[config.mk]
export PLATFORM = sky130hd
export DESIGN_NAME = jtag_debug_scan
export DESIGN_NICKNAME = d
export VERILOG_FILES = /design/src/hw/jtag_dbg_pkg.sv /design/src/hw/byte_fifo.sv /design/src/hw/jtag_debug_scan.sv
export SDC_FILE = /design/constraint.sdc
export NUM_CORES = 1
export LEC_CHECK = 0
export ABC_AREA = 0
export BUFFER_PORTS_ARGS = -buffer_cell sky130_fd_sc_hd__buf_2
export CAP_MARGIN = 20
export CORE_ASPECT_RATIO = 0.6
export CORE_MARGIN = 2
export CORE_UTILIZATION = 53
export DETAILED_ROUTE_END_ITERATION = 12
export PLACE_DENSITY = 0.76
export SYNTH_ARGS = -nofsm -noshare
export SYNTH_HDL_FRONTEND = slang
export SYNTH_HIERARCHICAL = 1
export SYNTH_SLANG_ARGS = --single-unit
[constraint.sdc]
create_clock -name core_clk -period 2.1 [get_ports core_clk]
set_clock_uncertainty 0.2 [all_clocks]
set_input_delay 0 -clock core_clk [delete_from_list [all_inputs] [get_ports core_clk]]
set_output_delay 0 -clock core_clk [all_outputs]
set_load 0.05 [all_outputs]
[src/hw/jtag_dbg_pkg.sv]
// Constants, opcodes and state codes of the debug and scan port
// Behaviour
// - Opcodes 0x8 to 0xB route the serial path to the debug system.
// - A program write stores the byte and sets the dirty flag.
// - CPU read gives seven low channel bits plus dirty flag on top.
// - Shared address reaches the channel only with fuse and debugger enable.
// - Port works only with enable fuse set and disable bit clear.
// - Lock bits block debug fuse programming until a chip erase.
// - Four port pins alone serve programming and verifying of memories; this design has no memory programming.
// - Identification is the default instruction after controller reset.
// - Entering reset puts every port pin output in high impedance; an active EXTEST still drives the pins here.
// - Loading EXTEST drives the output latch contents onto the pins.
// - Sample and preload snapshot the pins without disturbing the part.
// - Scan runs from the test clock, even faster than internal clock; here the test clock is sampled on the core clock and must be slower.
// - Bypass is one stage, cleared to zero at capture while selected.
// - Identification word holds version, part number, maker code fields.
// - A one in the reset register holds the device in reset.
// - After the reset register clears, reset stays for a fused time-out.
// - Reset register output is not latched; shifting acts at once.
// - Chain drives and observes digital pins and the analog interface.
// - Instruction register is four bits wide.
// - All shift registers move least significant bit first.
// - Chip reset instruction never resets the port state machine.
// - State machine steps on TMS at test clock rise, starts in reset.
package jtag_dbg_pkg;
	localparam int IR_W = 4;
	localparam logic [3:0] OP_EXTEST      = 4'h0;
	localparam logic [3:0] OP_IDCODE      = 4'h1;
	localparam logic [3:0] OP_SAMPLE      = 4'h2;
	localparam logic [3:0] OP_DBG_ZERO    = 4'h8;
	localparam logic [3:0] OP_DBG_ONE     = 4'h9;
	localparam logic [3:0] OP_DBG_TWO     = 4'hA;
	localparam logic [3:0] OP_DBG_THREE   = 4'hB;
	localparam logic [3:0] OP_CHIP_RESET  = 4'hC;
	localparam logic [3:0] OP_BYPASS      = 4'hF;
	localparam logic [3:0] IR_CAPTURE_VAL = 4'h1;

	// Identity values are arbitrary
	localparam logic [3:0]  ID_VERSION  = 4'h5;
	localparam logic [15:0] ID_PART     = 16'h5A3C;
	localparam logic [10:0] ID_MAKER    = 11'h2A6;
	localparam int          ID_VER_LSB  = 28;
	localparam int          ID_PART_LSB = 12;
	localparam int          ID_MAKE_LSB = 1;

	localparam int SR_W     = 32;
	localparam int PINS     = 8;
	localparam int ANA      = 2;
	localparam int BSC_LEN  = 2 * PINS + ANA;
	localparam int DBG_LEN  = 9;
	localparam int DBG_CLR  = 8;
	localparam int BYTE_W   = 8;
	localparam int FIFO_DEP = 8;
	localparam int DIRTY_BIT    = 7;
	localparam int PORT_DIS_BIT = 7;

	localparam int CLK_PERIOD_NS = 10;
	localparam int TOUT_SHORT_US = 64;
	localparam int TOUT_LONG_US  = 4096;
	localparam int TOUT_SHORT_CYC = TOUT_SHORT_US * 1000 / CLK_PERIOD_NS;
	localparam int TOUT_LONG_CYC  = TOUT_LONG_US * 1000 / CLK_PERIOD_NS;
	localparam int TOUT_W = 20;

	typedef enum logic [3:0] {
		TAP_EX2_DR  = 4'b0000,
		TAP_EX1_DR  = 4'b0001,
		TAP_SH_DR   = 4'b0010,
		TAP_PA_DR   = 4'b0011,
		TAP_SEL_IR  = 4'b0100,
		TAP_UPD_DR  = 4'b0101,
		TAP_CAP_DR  = 4'b0110,
		TAP_SEL_DR  = 4'b0111,
		TAP_EX2_IR  = 4'b1000,
		TAP_EX1_IR  = 4'b1001,
		TAP_SH_IR   = 4'b1010,
		TAP_PA_IR   = 4'b1011,
		TAP_RTI     = 4'b1100,
		TAP_UPD_IR  = 4'b1101,
		TAP_CAP_IR  = 4'b1110,
		TAP_TLR     = 4'b1111
	} tap_state_t;
endpackage

[src/hw/byte_fifo.sv]
// Small synchronous FIFO with valid/ready on both sides
`timescale 1ns/1ps
module byte_fifo #(
	parameter int W = 8,
	parameter int D = 8
) (
	input  wire logic         core_clk,
	input  wire logic         rst_n,
	input  wire logic         in_valid,
	output logic              in_ready,
	input  wire logic [W-1:0] in_data,
	output logic              out_valid,
	input  wire logic         out_ready,
	output logic [W-1:0]      out_data
);
	localparam int AW = (D > 1) ? $clog2(D) : 1;
	localparam logic [AW:0] FULL_CNT = (AW+1)'(D);

	logic [W-1:0]  mem [D];
	logic [AW-1:0] wr_ptr_q;
	logic [AW-1:0] rd_ptr_q;
	logic [AW:0]   count_q;
	logic          push;
	logic          pop;

	assign push      = in_valid && in_ready;
	assign pop       = out_valid && out_ready;
	assign out_data  = mem[rd_ptr_q];

	function automatic logic [AW-1:0] ptr_inc(input logic [AW-1:0] p);
		ptr_inc = (p == AW'(D - 1)) ? '0 : AW'(p + 1'b1);
	endfunction

	always_ff @(posedge core_clk)
	begin
		if (push)
			mem[wr_ptr_q] <= in_data;
	end

	always_ff @(posedge core_clk)
	begin
		if (!rst_n)
		begin
			wr_ptr_q <= '0;
			rd_ptr_q <= '0;
		end
		else
		begin
			if (push)
				wr_ptr_q <= ptr_inc(wr_ptr_q);
			if (pop)
				rd_ptr_q <= ptr_inc(rd_ptr_q);
		end
	end

	// Flags kept as flops so the producer sees a registered ready
	always_ff @(posedge core_clk)
	begin
		if (!rst_n)
		begin
			count_q   <= '0;
			in_ready  <= 1'b1;
			out_valid <= 1'b0;
		end
		else
		begin
			if (push && !pop)
			begin
				count_q   <= count_q + 1'b1;
				in_ready  <= (count_q + 1'b1) != FULL_CNT;
				out_valid <= 1'b1;
			end
			else if (pop && !push)
			begin
				count_q   <= count_q - 1'b1;
				in_ready  <= 1'b1;
				out_valid <= count_q != (AW+1)'(1);
			end
		end
	end
endmodule

[src/hw/jtag_debug_scan.sv]
// Test access port with debug byte channel and scan data registers
`timescale 1ns/1ps
module jtag_debug_scan #(
	parameter logic [19:0] TOUT_SHORT = 20'(jtag_dbg_pkg::TOUT_SHORT_CYC),
	parameter logic [19:0] TOUT_LONG  = 20'(jtag_dbg_pkg::TOUT_LONG_CYC)
) (
	input  wire logic                            core_clk,
	input  wire logic                            rst_n,
	input  wire logic                            tck,
	input  wire logic                            tms,
	input  wire logic                            tdi,
	output logic                                 tdo,
	output logic                                 tdo_oe_n,
	input  wire logic                            port_enable_fuse,
	input  wire logic                            debug_enable_fuse,
	input  wire logic                            lock_bit_one,
	input  wire logic                            lock_bit_two,
	input  wire logic                            clk_opt_long,
	input  wire logic                            ext_reset_n,
	input  wire logic                            mcu_ctrl_wr,
	input  wire logic [jtag_dbg_pkg::BYTE_W-1:0] mcu_ctrl_wdata,
	output logic                                 port_disable_bit,
	output logic                                 port_active,
	input  wire logic                            io_addr_hit,
	input  wire logic                            io_wr,
	input  wire logic                            io_rd,
	input  wire logic [jtag_dbg_pkg::BYTE_W-1:0] io_wdata,
	output logic                                 io_wr_ready,
	output logic [jtag_dbg_pkg::BYTE_W-1:0]      io_rdata,
	output logic                                 debug_route,
	input  wire logic                            fuse_prog_req,
	input  wire logic                            chip_erase_done,
	output logic                                 fuse_prog_ack,
	output logic                                 fuse_prog_nak,
	output logic                                 chip_reset,
	input  wire logic [jtag_dbg_pkg::PINS-1:0]   pin_in,
	input  wire logic [jtag_dbg_pkg::PINS-1:0]   core_out,
	input  wire logic [jtag_dbg_pkg::PINS-1:0]   core_oe,
	output logic [jtag_dbg_pkg::PINS-1:0]        pad_out,
	output logic [jtag_dbg_pkg::PINS-1:0]        pad_oe_n,
	input  wire logic [jtag_dbg_pkg::ANA-1:0]    ana_in,
	input  wire logic [jtag_dbg_pkg::ANA-1:0]    core_ana_ctrl,
	output logic [jtag_dbg_pkg::ANA-1:0]         ana_ctrl
);
	import jtag_dbg_pkg::*;

	localparam logic [SR_W-1:0] ID_WORD = SR_W'(
		(32'(ID_VERSION) << ID_VER_LSB) |
		(32'(ID_PART) << ID_PART_LSB) |
		(32'(ID_MAKER) << ID_MAKE_LSB) | 32'h0000_0001);

	logic             tck_s1, tck_s2, tck_s3;
	logic             tms_s1, tms_s2;
	logic             tdi_s1, tdi_s2;
	logic             xrst_s1, xrst_s2;
	logic [PINS-1:0]  pin_s1, pin_s2;
	logic [ANA-1:0]   ana_s1, ana_s2;
	logic             tck_rise;
	logic             tck_fall;

	tap_state_t       state_q;
	logic [IR_W-1:0]  ir_sr_q;
	logic [IR_W-1:0]  ir_q;
	logic [SR_W-1:0]  dr_sr_q;
	logic [BSC_LEN-1:0] bs_latch_q;
	logic             reset_reg_q;
	logic             access_en_q;
	logic [BYTE_W-1:0] chan_q;
	logic             dirty_q;
	logic             erased_q;
	logic [TOUT_W-1:0] tout_cnt_q;
	logic             fifo_valid;
	logic [BYTE_W-1:0] fifo_data;
	logic             fifo_pop;
	logic             dbg_clear;
	logic             locked;

	function automatic tap_state_t tap_next(input tap_state_t s,
		input logic m);
		case (s)
			TAP_TLR:    tap_next = m ? TAP_TLR    : TAP_RTI;
			TAP_RTI:    tap_next = m ? TAP_SEL_DR : TAP_RTI;
			TAP_SEL_DR: tap_next = m ? TAP_SEL_IR : TAP_CAP_DR;
			TAP_CAP_DR: tap_next = m ? TAP_EX1_DR : TAP_SH_DR;
			TAP_SH_DR:  tap_next = m ? TAP_EX1_DR : TAP_SH_DR;
			TAP_EX1_DR: tap_next = m ? TAP_UPD_DR : TAP_PA_DR;
			TAP_PA_DR:  tap_next = m ? TAP_EX2_DR : TAP_PA_DR;
			TAP_EX2_DR: tap_next = m ? TAP_UPD_DR : TAP_SH_DR;
			TAP_UPD_DR: tap_next = m ? TAP_SEL_DR : TAP_RTI;
			TAP_SEL_IR: tap_next = m ? TAP_TLR    : TAP_CAP_IR;
			TAP_CAP_IR: tap_next = m ? TAP_EX1_IR : TAP_SH_IR;
			TAP_SH_IR:  tap_next = m ? TAP_EX1_IR : TAP_SH_IR;
			TAP_EX1_IR: tap_next = m ? TAP_UPD_IR : TAP_PA_IR;
			TAP_PA_IR:  tap_next = m ? TAP_EX2_IR : TAP_PA_IR;
			TAP_EX2_IR: tap_next = m ? TAP_UPD_IR : TAP_SH_IR;
			TAP_UPD_IR: tap_next = m ? TAP_SEL_DR : TAP_RTI;
			default:    tap_next = TAP_TLR;
		endcase
	endfunction

	function automatic logic is_dbg(input logic [IR_W-1:0] op);
		is_dbg = (op == OP_DBG_ZERO) || (op == OP_DBG_ONE) ||
			(op == OP_DBG_TWO) || (op == OP_DBG_THREE);
	endfunction

	function automatic logic is_bsc(input logic [IR_W-1:0] op);
		is_bsc = (op == OP_EXTEST) || (op == OP_SAMPLE);
	endfunction

	// Serial length of the selected register; anything unknown is bypass
	function automatic int dr_len(input logic [IR_W-1:0] op);
		if (op == OP_IDCODE)
			dr_len = SR_W;
		else if (is_bsc(op))
			dr_len = BSC_LEN;
		else if (op == OP_DBG_ONE)
			dr_len = 1;
		else if (is_dbg(op))
			dr_len = DBG_LEN;
		else
			dr_len = 1;
	endfunction

	function automatic logic [SR_W-1:0] shift_in(input logic [SR_W-1:0] sr,
		input logic b, input int len);
		logic [SR_W-1:0] r;
		r = sr >> 1;
		r[len-1] = b;
		shift_in = r;
	endfunction

	assign tck_rise  = tck_s2 && !tck_s3;
	assign tck_fall  = !tck_s2 && tck_s3;
	assign locked    = lock_bit_one || lock_bit_two;
	assign fifo_pop  = fifo_valid && !dirty_q;
	assign dbg_clear = tck_rise && (state_q == TAP_UPD_DR) &&
		(ir_q == OP_DBG_ZERO) && dr_sr_q[DBG_CLR];

	// Pins sampled on the core clock; the test clock is treated as data
	always_ff @(posedge core_clk)
	begin
		tck_s1  <= tck;
		tck_s2  <= tck_s1;
		tck_s3  <= tck_s2;
		tms_s1  <= tms;
		tms_s2  <= tms_s1;
		tdi_s1  <= tdi;
		tdi_s2  <= tdi_s1;
		xrst_s1 <= ext_reset_n;
		xrst_s2 <= xrst_s1;
		pin_s1  <= pin_in;
		pin_s2  <= pin_s1;
		ana_s1  <= ana_in;
		ana_s2  <= ana_s1;
	end

	always_ff @(posedge core_clk)
	begin
		if (!rst_n)
		begin
			port_disable_bit <= 1'b0;
			port_active      <= 1'b0;
		end
		else
		begin
			if (mcu_ctrl_wr)
				port_disable_bit <= mcu_ctrl_wdata[PORT_DIS_BIT];
			port_active <= port_enable_fuse && !port_disable_bit;
		end
	end

	// Only power-on reset and an inactive port (enable fuse clear or disable bit set) restart the controller
	always_ff @(posedge core_clk)
	begin
		if (!rst_n || !port_active)
			state_q <= TAP_TLR;
		else if (tck_rise)
			state_q <= tap_next(state_q, tms_s2);
	end

	always_ff @(posedge core_clk)
	begin
		if (!rst_n || !port_active)
		begin
			ir_sr_q <= IR_CAPTURE_VAL;
			ir_q    <= OP_IDCODE;
		end
		else if (tck_rise)
		begin
			case (state_q)
				TAP_TLR:    ir_q    <= OP_IDCODE;
				TAP_CAP_IR: ir_sr_q <= IR_CAPTURE_VAL;
				TAP_SH_IR:  ir_sr_q <= {tdi_s2, ir_sr_q[IR_W-1:1]};
				TAP_UPD_IR: ir_q    <= ir_sr_q;
				default:    ir_q    <= ir_q;
			endcase
		end
	end

	always_ff @(posedge core_clk)
	begin
		if (!rst_n)
			dr_sr_q <= '0;
		else if (tck_rise && state_q == TAP_CAP_DR)
		begin
			if (ir_q == OP_IDCODE)
				dr_sr_q <= ID_WORD;
			else if (is_bsc(ir_q))
				dr_sr_q <= SR_W'({ana_s2, ~pad_oe_n, pin_s2});
			else if (is_dbg(ir_q) && ir_q != OP_DBG_ONE)
				dr_sr_q <= SR_W'({dirty_q, chan_q});
			else
				dr_sr_q <= '0;
		end
		else if (tck_rise && state_q == TAP_SH_DR)
			dr_sr_q <= shift_in(dr_sr_q, tdi_s2, dr_len(ir_q));
	end

	// Shifts straight into the reset path, no update stage
	always_ff @(posedge core_clk)
	begin
		if (!rst_n)
			reset_reg_q <= 1'b0;
		else if (tck_rise && state_q == TAP_SH_DR && ir_q == OP_CHIP_RESET)
			reset_reg_q <= tdi_s2;
	end

	always_ff @(posedge core_clk)
	begin
		if (!rst_n)
		begin
			bs_latch_q  <= '0;
			access_en_q <= 1'b0;
		end
		else if (tck_rise && state_q == TAP_UPD_DR)
		begin
			if (is_bsc(ir_q))
				bs_latch_q <= dr_sr_q[BSC_LEN-1:0];
			if (ir_q == OP_DBG_ONE)
				access_en_q <= dr_sr_q[0];
		end
	end

	// Output changes on the falling test clock, as a TDO should
	always_ff @(posedge core_clk)
	begin
		if (!rst_n || !port_active)
		begin
			tdo      <= 1'b1;
			tdo_oe_n <= 1'b1;
		end
		else if (tck_fall)
		begin
			if (state_q == TAP_SH_IR)
			begin
				tdo      <= ir_sr_q[0];
				tdo_oe_n <= 1'b0;
			end
			else if (state_q == TAP_SH_DR)
			begin
				tdo      <= (ir_q == OP_CHIP_RESET) ? reset_reg_q : dr_sr_q[0];
				tdo_oe_n <= 1'b0;
			end
			else
				tdo_oe_n <= 1'b1;
		end
	end

	byte_fifo #(
		.W (BYTE_W),
		.D (FIFO_DEP)
	) u_chan_fifo (
		.core_clk  (core_clk),
		.rst_n     (rst_n),
		.in_valid  (io_wr && io_addr_hit && debug_route),
		.in_ready  (io_wr_ready),
		.in_data   (io_wdata),
		.out_valid (fifo_valid),
		.out_ready (!dirty_q),
		.out_data  (fifo_data)
	);

	// Next byte waits until the debugger has taken the previous one
	always_ff @(posedge core_clk)
	begin
		if (!rst_n)
		begin
			chan_q  <= '0;
			dirty_q <= 1'b0;
		end
		else if (fifo_pop)
		begin
			chan_q  <= fifo_data;
			dirty_q <= 1'b1;
		end
		else if (dbg_clear)
			dirty_q <= 1'b0;
	end

	always_ff @(posedge core_clk)
	begin
		if (!rst_n)
		begin
			io_rdata    <= '0;
			debug_route <= 1'b0;
		end
		else
		begin
			debug_route <= debug_enable_fuse && access_en_q && !locked;
			if (io_rd && io_addr_hit && debug_route)
				io_rdata <= {dirty_q, chan_q[DIRTY_BIT-1:0]};
		end
	end

	always_ff @(posedge core_clk)
	begin
		if (!rst_n)
		begin
			erased_q      <= 1'b0;
			fuse_prog_ack <= 1'b0;
			fuse_prog_nak <= 1'b0;
		end
		else
		begin
			if (chip_erase_done)
				erased_q <= 1'b1;
			fuse_prog_ack <= fuse_prog_req && (!locked || erased_q);
			fuse_prog_nak <= fuse_prog_req && locked && !erased_q;
		end
	end

	always_ff @(posedge core_clk)
	begin
		if (!rst_n)
		begin
			tout_cnt_q <= '0;
			chip_reset <= 1'b1;
		end
		else
		begin
			if (reset_reg_q || !xrst_s2)
				tout_cnt_q <= clk_opt_long ? TOUT_LONG : TOUT_SHORT;
			else if (tout_cnt_q != '0)
				tout_cnt_q <= tout_cnt_q - 1'b1;
			chip_reset <= reset_reg_q || !xrst_s2 ||
				tout_cnt_q != '0;
		end
	end

	// Scan drive overrides the reset float so board test works in reset
	always_ff @(posedge core_clk)
	begin
		if (!rst_n)
		begin
			pad_out  <= '0;
			pad_oe_n <= '1;
			ana_ctrl <= '0;
		end
		else if (port_active && ir_q == OP_EXTEST)
		begin
			pad_out  <= bs_latch_q[PINS-1:0];
			pad_oe_n <= ~bs_latch_q[2*PINS-1:PINS];
			ana_ctrl <= bs_latch_q[BSC_LEN-1:2*PINS];
		end
		else if (chip_reset)
		begin
			pad_out  <= core_out;
			pad_oe_n <= '1;
			ana_ctrl <= core_ana_ctrl;
		end
		else
		begin
			pad_out  <= core_out;
			pad_oe_n <= ~core_oe;
			ana_ctrl <= core_ana_ctrl;
		end
	end

endmodule

==> qor.txt <==
vias in the first global route: 7280
Die Wd: 177 microns
RSZ-0062 raised after global routing: true
cell area after technology mapping: 0.00953 sq mm
pin count of the biggest net entering global routing: 34
crit path launch type: flop
ys flop type: dfxtp_1
Net Sw Power: 2470 uW
Max-cap violations: 0
Layout Nets: 1155
Slew HR: 0.550
worst hold path startpoint: core_out[0]
Initial DRT Pass Iterations: 5
R2R depth: 4
via count: 7443
Net Sw Frac: 0.242
minimum clock period: 2070 ps
R2R Path Start: tout_cnt_q[6]
Yosys top cell area share: 0.361
Tightest Hold Check Type: input port to flop
clock sinks: 236
Final Instance Count excl. Fillers: 1333
routed len/inst: 17.3 microns
Worst IR Drop VDD: 0.466 mV
cell accounting for the most synthesized area: dfxtp_1
number of remaining DRC errors: 0
Initial Util: 0.549
GPL Wtd Cong: 0.876
Area Overhead vs Synth: 28.7%
TritonCTS clock tree: built
kind of critical path: flop to flop
layout cells sized above 1: 0.217
YS warnings: 6
worst-skew pair later-pin latency: 500 ps
row cnt: 37
R2R Path End: tout_cnt_q[17]
placed cells: 1214
clock slew at reported path FFs: 60 ps
Worst-Margin Slew: 674 ps
syn avg cell area: 11.0 sq um
FMAX: 484 MHz
list of most frequent post-synthesis cells: 172 x dfxtp_1, 96 x nand2_1, 64 x edfxtp_1, 45 x o21ai_0, 44 x mux2i_1
final setup margin: 34.4 ps
crit path max fanout: 8
Tcrit/Tclk final: 0.984
H-tree Lvls: 1
library cells used by synthesis: 71
sequential share of the synthesized area: 0.563
Worst Hold Path Cells: 4
Place WS: -47.2 ps
combinational power share: 0.133
Via density: 5.58
R2R Setup Slk: 30 ps
ANT cells: 0
Async SR Flop Fraction: 0
Fin Setup TNS: 0 ps
Lkg Pwr: 0.00490 uW
Post-Route WL: 23100 microns
Die ar.: 0.0191 sq mm
Post-Syn Instances: 863
Clock Power Share: 0.386
Arr. time, crit path: 2300 ps
WHS Endpoint: pad_out[0]
most frequent cell after synthesis: dfxtp_1
number of I/O port buffers: 88
Layout fillers: 1252
count of final setup violators: 0
Clock Tree Root: clkbuf_16
Reg power frac: 0.481
Area contributors post-synth: dfxtp_1 36%, edfxtp_1 20%, mux2i_1 4.6%
status: completed
Ports: 96
Core ar.: 0.0174 sq mm
worst-case clock buffer depth: 3
1st-iter DRT viols: 444
Worst Setup End Kind: flop
CP required: 2330 ps
final hold violations: 0
Slew Viols, Final: 0
power density over the cells: 830 mW/mm^2
dpl hpwl: 15200 microns
Net Count, Synth: 935
Die Y: 108 microns
internal power: 7710 uW
Post-DRT Antenna Nets: 0
total grt overflow: 0
total track usage: 0.243
first-pass GRT wire length: 36800 microns
clock buffer count from CTS: 22
EDFF count, synth: 64
register bit total from synthesis: 236
initial antenna violation count: 1
cell usage in the layout, fill, tap and decap left out, types with 5 or more instances in the layout:
| master | Yosys | routed |
|---|---|---|
| dfxtp_1 | 172 | 170 |
| nand2_1 | 96 | 95 |
| buf_2 | 6 | 88 |
| buf_4 | 0 | 78 |
| dlygate4sd3_1 | 0 | 75 |
| edfxtp_1 | 64 | 64 |
| o21ai_0 | 45 | 45 |
| mux2i_1 | 44 | 44 |
| a21oi_1 | 41 | 41 |
| nor2b_1 | 40 | 39 |
| nor2_1 | 40 | 39 |
| a21boi_0 | 31 | 30 |
| nand3_1 | 26 | 26 |
| clkbuf_16 | 0 | 23 |
| nor3_1 | 19 | 15 |
| mux4_1 | 15 | 15 |
| nand2b_1 | 14 | 14 |
| inv_1 | 13 | 12 |
| nor3b_1 | 11 | 11 |
| ha_1 | 11 | 10 |
| and2_1 | 9 | 9 |
| mux2_2 | 9 | 9 |
| a32o_1 | 8 | 8 |
| clkbuf_1 | 38 | 7 |
| nor4_1 | 9 | 6 |
| clkinv_1 | 1 | 6 |
| or4_1 | 7 | 5 |
| a22oi_1 | 5 | 5 |
cells by family after synthesis:
| group | Yosys count | synth area share |
|---|---|---|
| fa+ha+maj | 11 | 0.0144 |
| compound gates | 176 | 0.124 |
| mux | 69 | 0.101 |
| simple gates | 303 | 0.165 |
| flops | 236 | 0.563 |
| buf+inv | 63 | 0.0282 |
| xor+xnor | 5 | 0.00460 |
per-stage QoR:
step / hold slack, ps / instance area, sq um / total power, uW / utilization
final: 93.9 / 12300 / 10200 / 0.706
after global routing: 101 / 12300 / 10500 / 0.706
after CTS: 86.9 / 12200 / 10100 / 0.702
after floorplan: -172 / 9580 / 5690 / -
after detailed placement: -96.4 / 10700 / 6110 / 0.617
after global placement: -96.7 / 10700 / 6080 / 0.617
timing repair:
item,CTS,global route
endpoints found under the setup margin,7,21
pin swaps,2,6
setup buffers,0,3
hold buffers,75,0
cloned,1,0
resized for setup,4,16
hold endpoints to repair,202,0
worst max path at each step:
stage	to	slack, ps	startpoint	cells after the start
after floorplan	tout_cnt_q[14]	-7	tout_cnt_q[9]	5
after global placement	tout_cnt_q[17]	-2	tout_cnt_q[9]	4
after CTS	tout_cnt_q[15]	6	tout_cnt_q[2]	6
after detailed placement	tout_cnt_q[1]	-50	tout_cnt_q[1]	7
after global routing	tout_cnt_q[17]	-30	tout_cnt_q[6]	4
final	tout_cnt_q[17]	30	tout_cnt_q[6]	4
cell type report:
| type | count | area (sq um) | area share |
|---|---|---|---|
| flip-flops and latches | 236 | 5370 | 0.438 |
| multi-input cells | 564 | 4010 | 0.327 |
| repair buffers | 245 | 1840 | 0.150 |
| clock buffers | 30 | 602 | 0.0491 |
| well taps | 234 | 293 | 0.0239 |
| clock inverters | 10 | 100 | 0.00817 |
| inverters | 14 | 52.6 | 0.00429 |
registers in the layout, indices dropped and copies added, names as in the netlist, 4 cells and up, named ones only:
register	flops
u_chan_fifo/count_q	4
bs_latch_q	18
ir_q	4
chan_q	8
pin_s2	8
pad_oe_n	8
pin_s1	8
io_rdata	8
u_chan_fifo/mem	64
state_q	4
ir_sr_q	4
tout_cnt_q	20
dr_sr_q	32
pad_out	8
power by group through the flow:
stage	Clock, uW	Combinational, uW	Sequential [uW]
detailed placement	0	1120	4990
CTS	3980	1260	4890
global placement	0	1090	4980
finish	3930	1350	4890
global route	4160	1460	4900
floorplan	0	655	5040
per-layer routing:
layer / vias to the layer above / share of wire / global-route usage / wire (microns)
li1: 3592 / - / - / -
met1: 3585 / 0.48 / 0.354 / 11200
met2: 238 / 0.43 / 0.376 / 10000
met3: 28 / 0.068 / 0.0498 / 1570
met4: 0 / 0.013 / 0.0502 / 311
met5: - / 0 / 0 / 0
worst max-delay path, cell delays in order (launching register included):
cell and delay, ps:
dfxtp_1 310, or4_4 600, or4_4 480, o31a_1 250, a22oi_1 140
No activity file was read; power rests on OpenSTA's default activity.
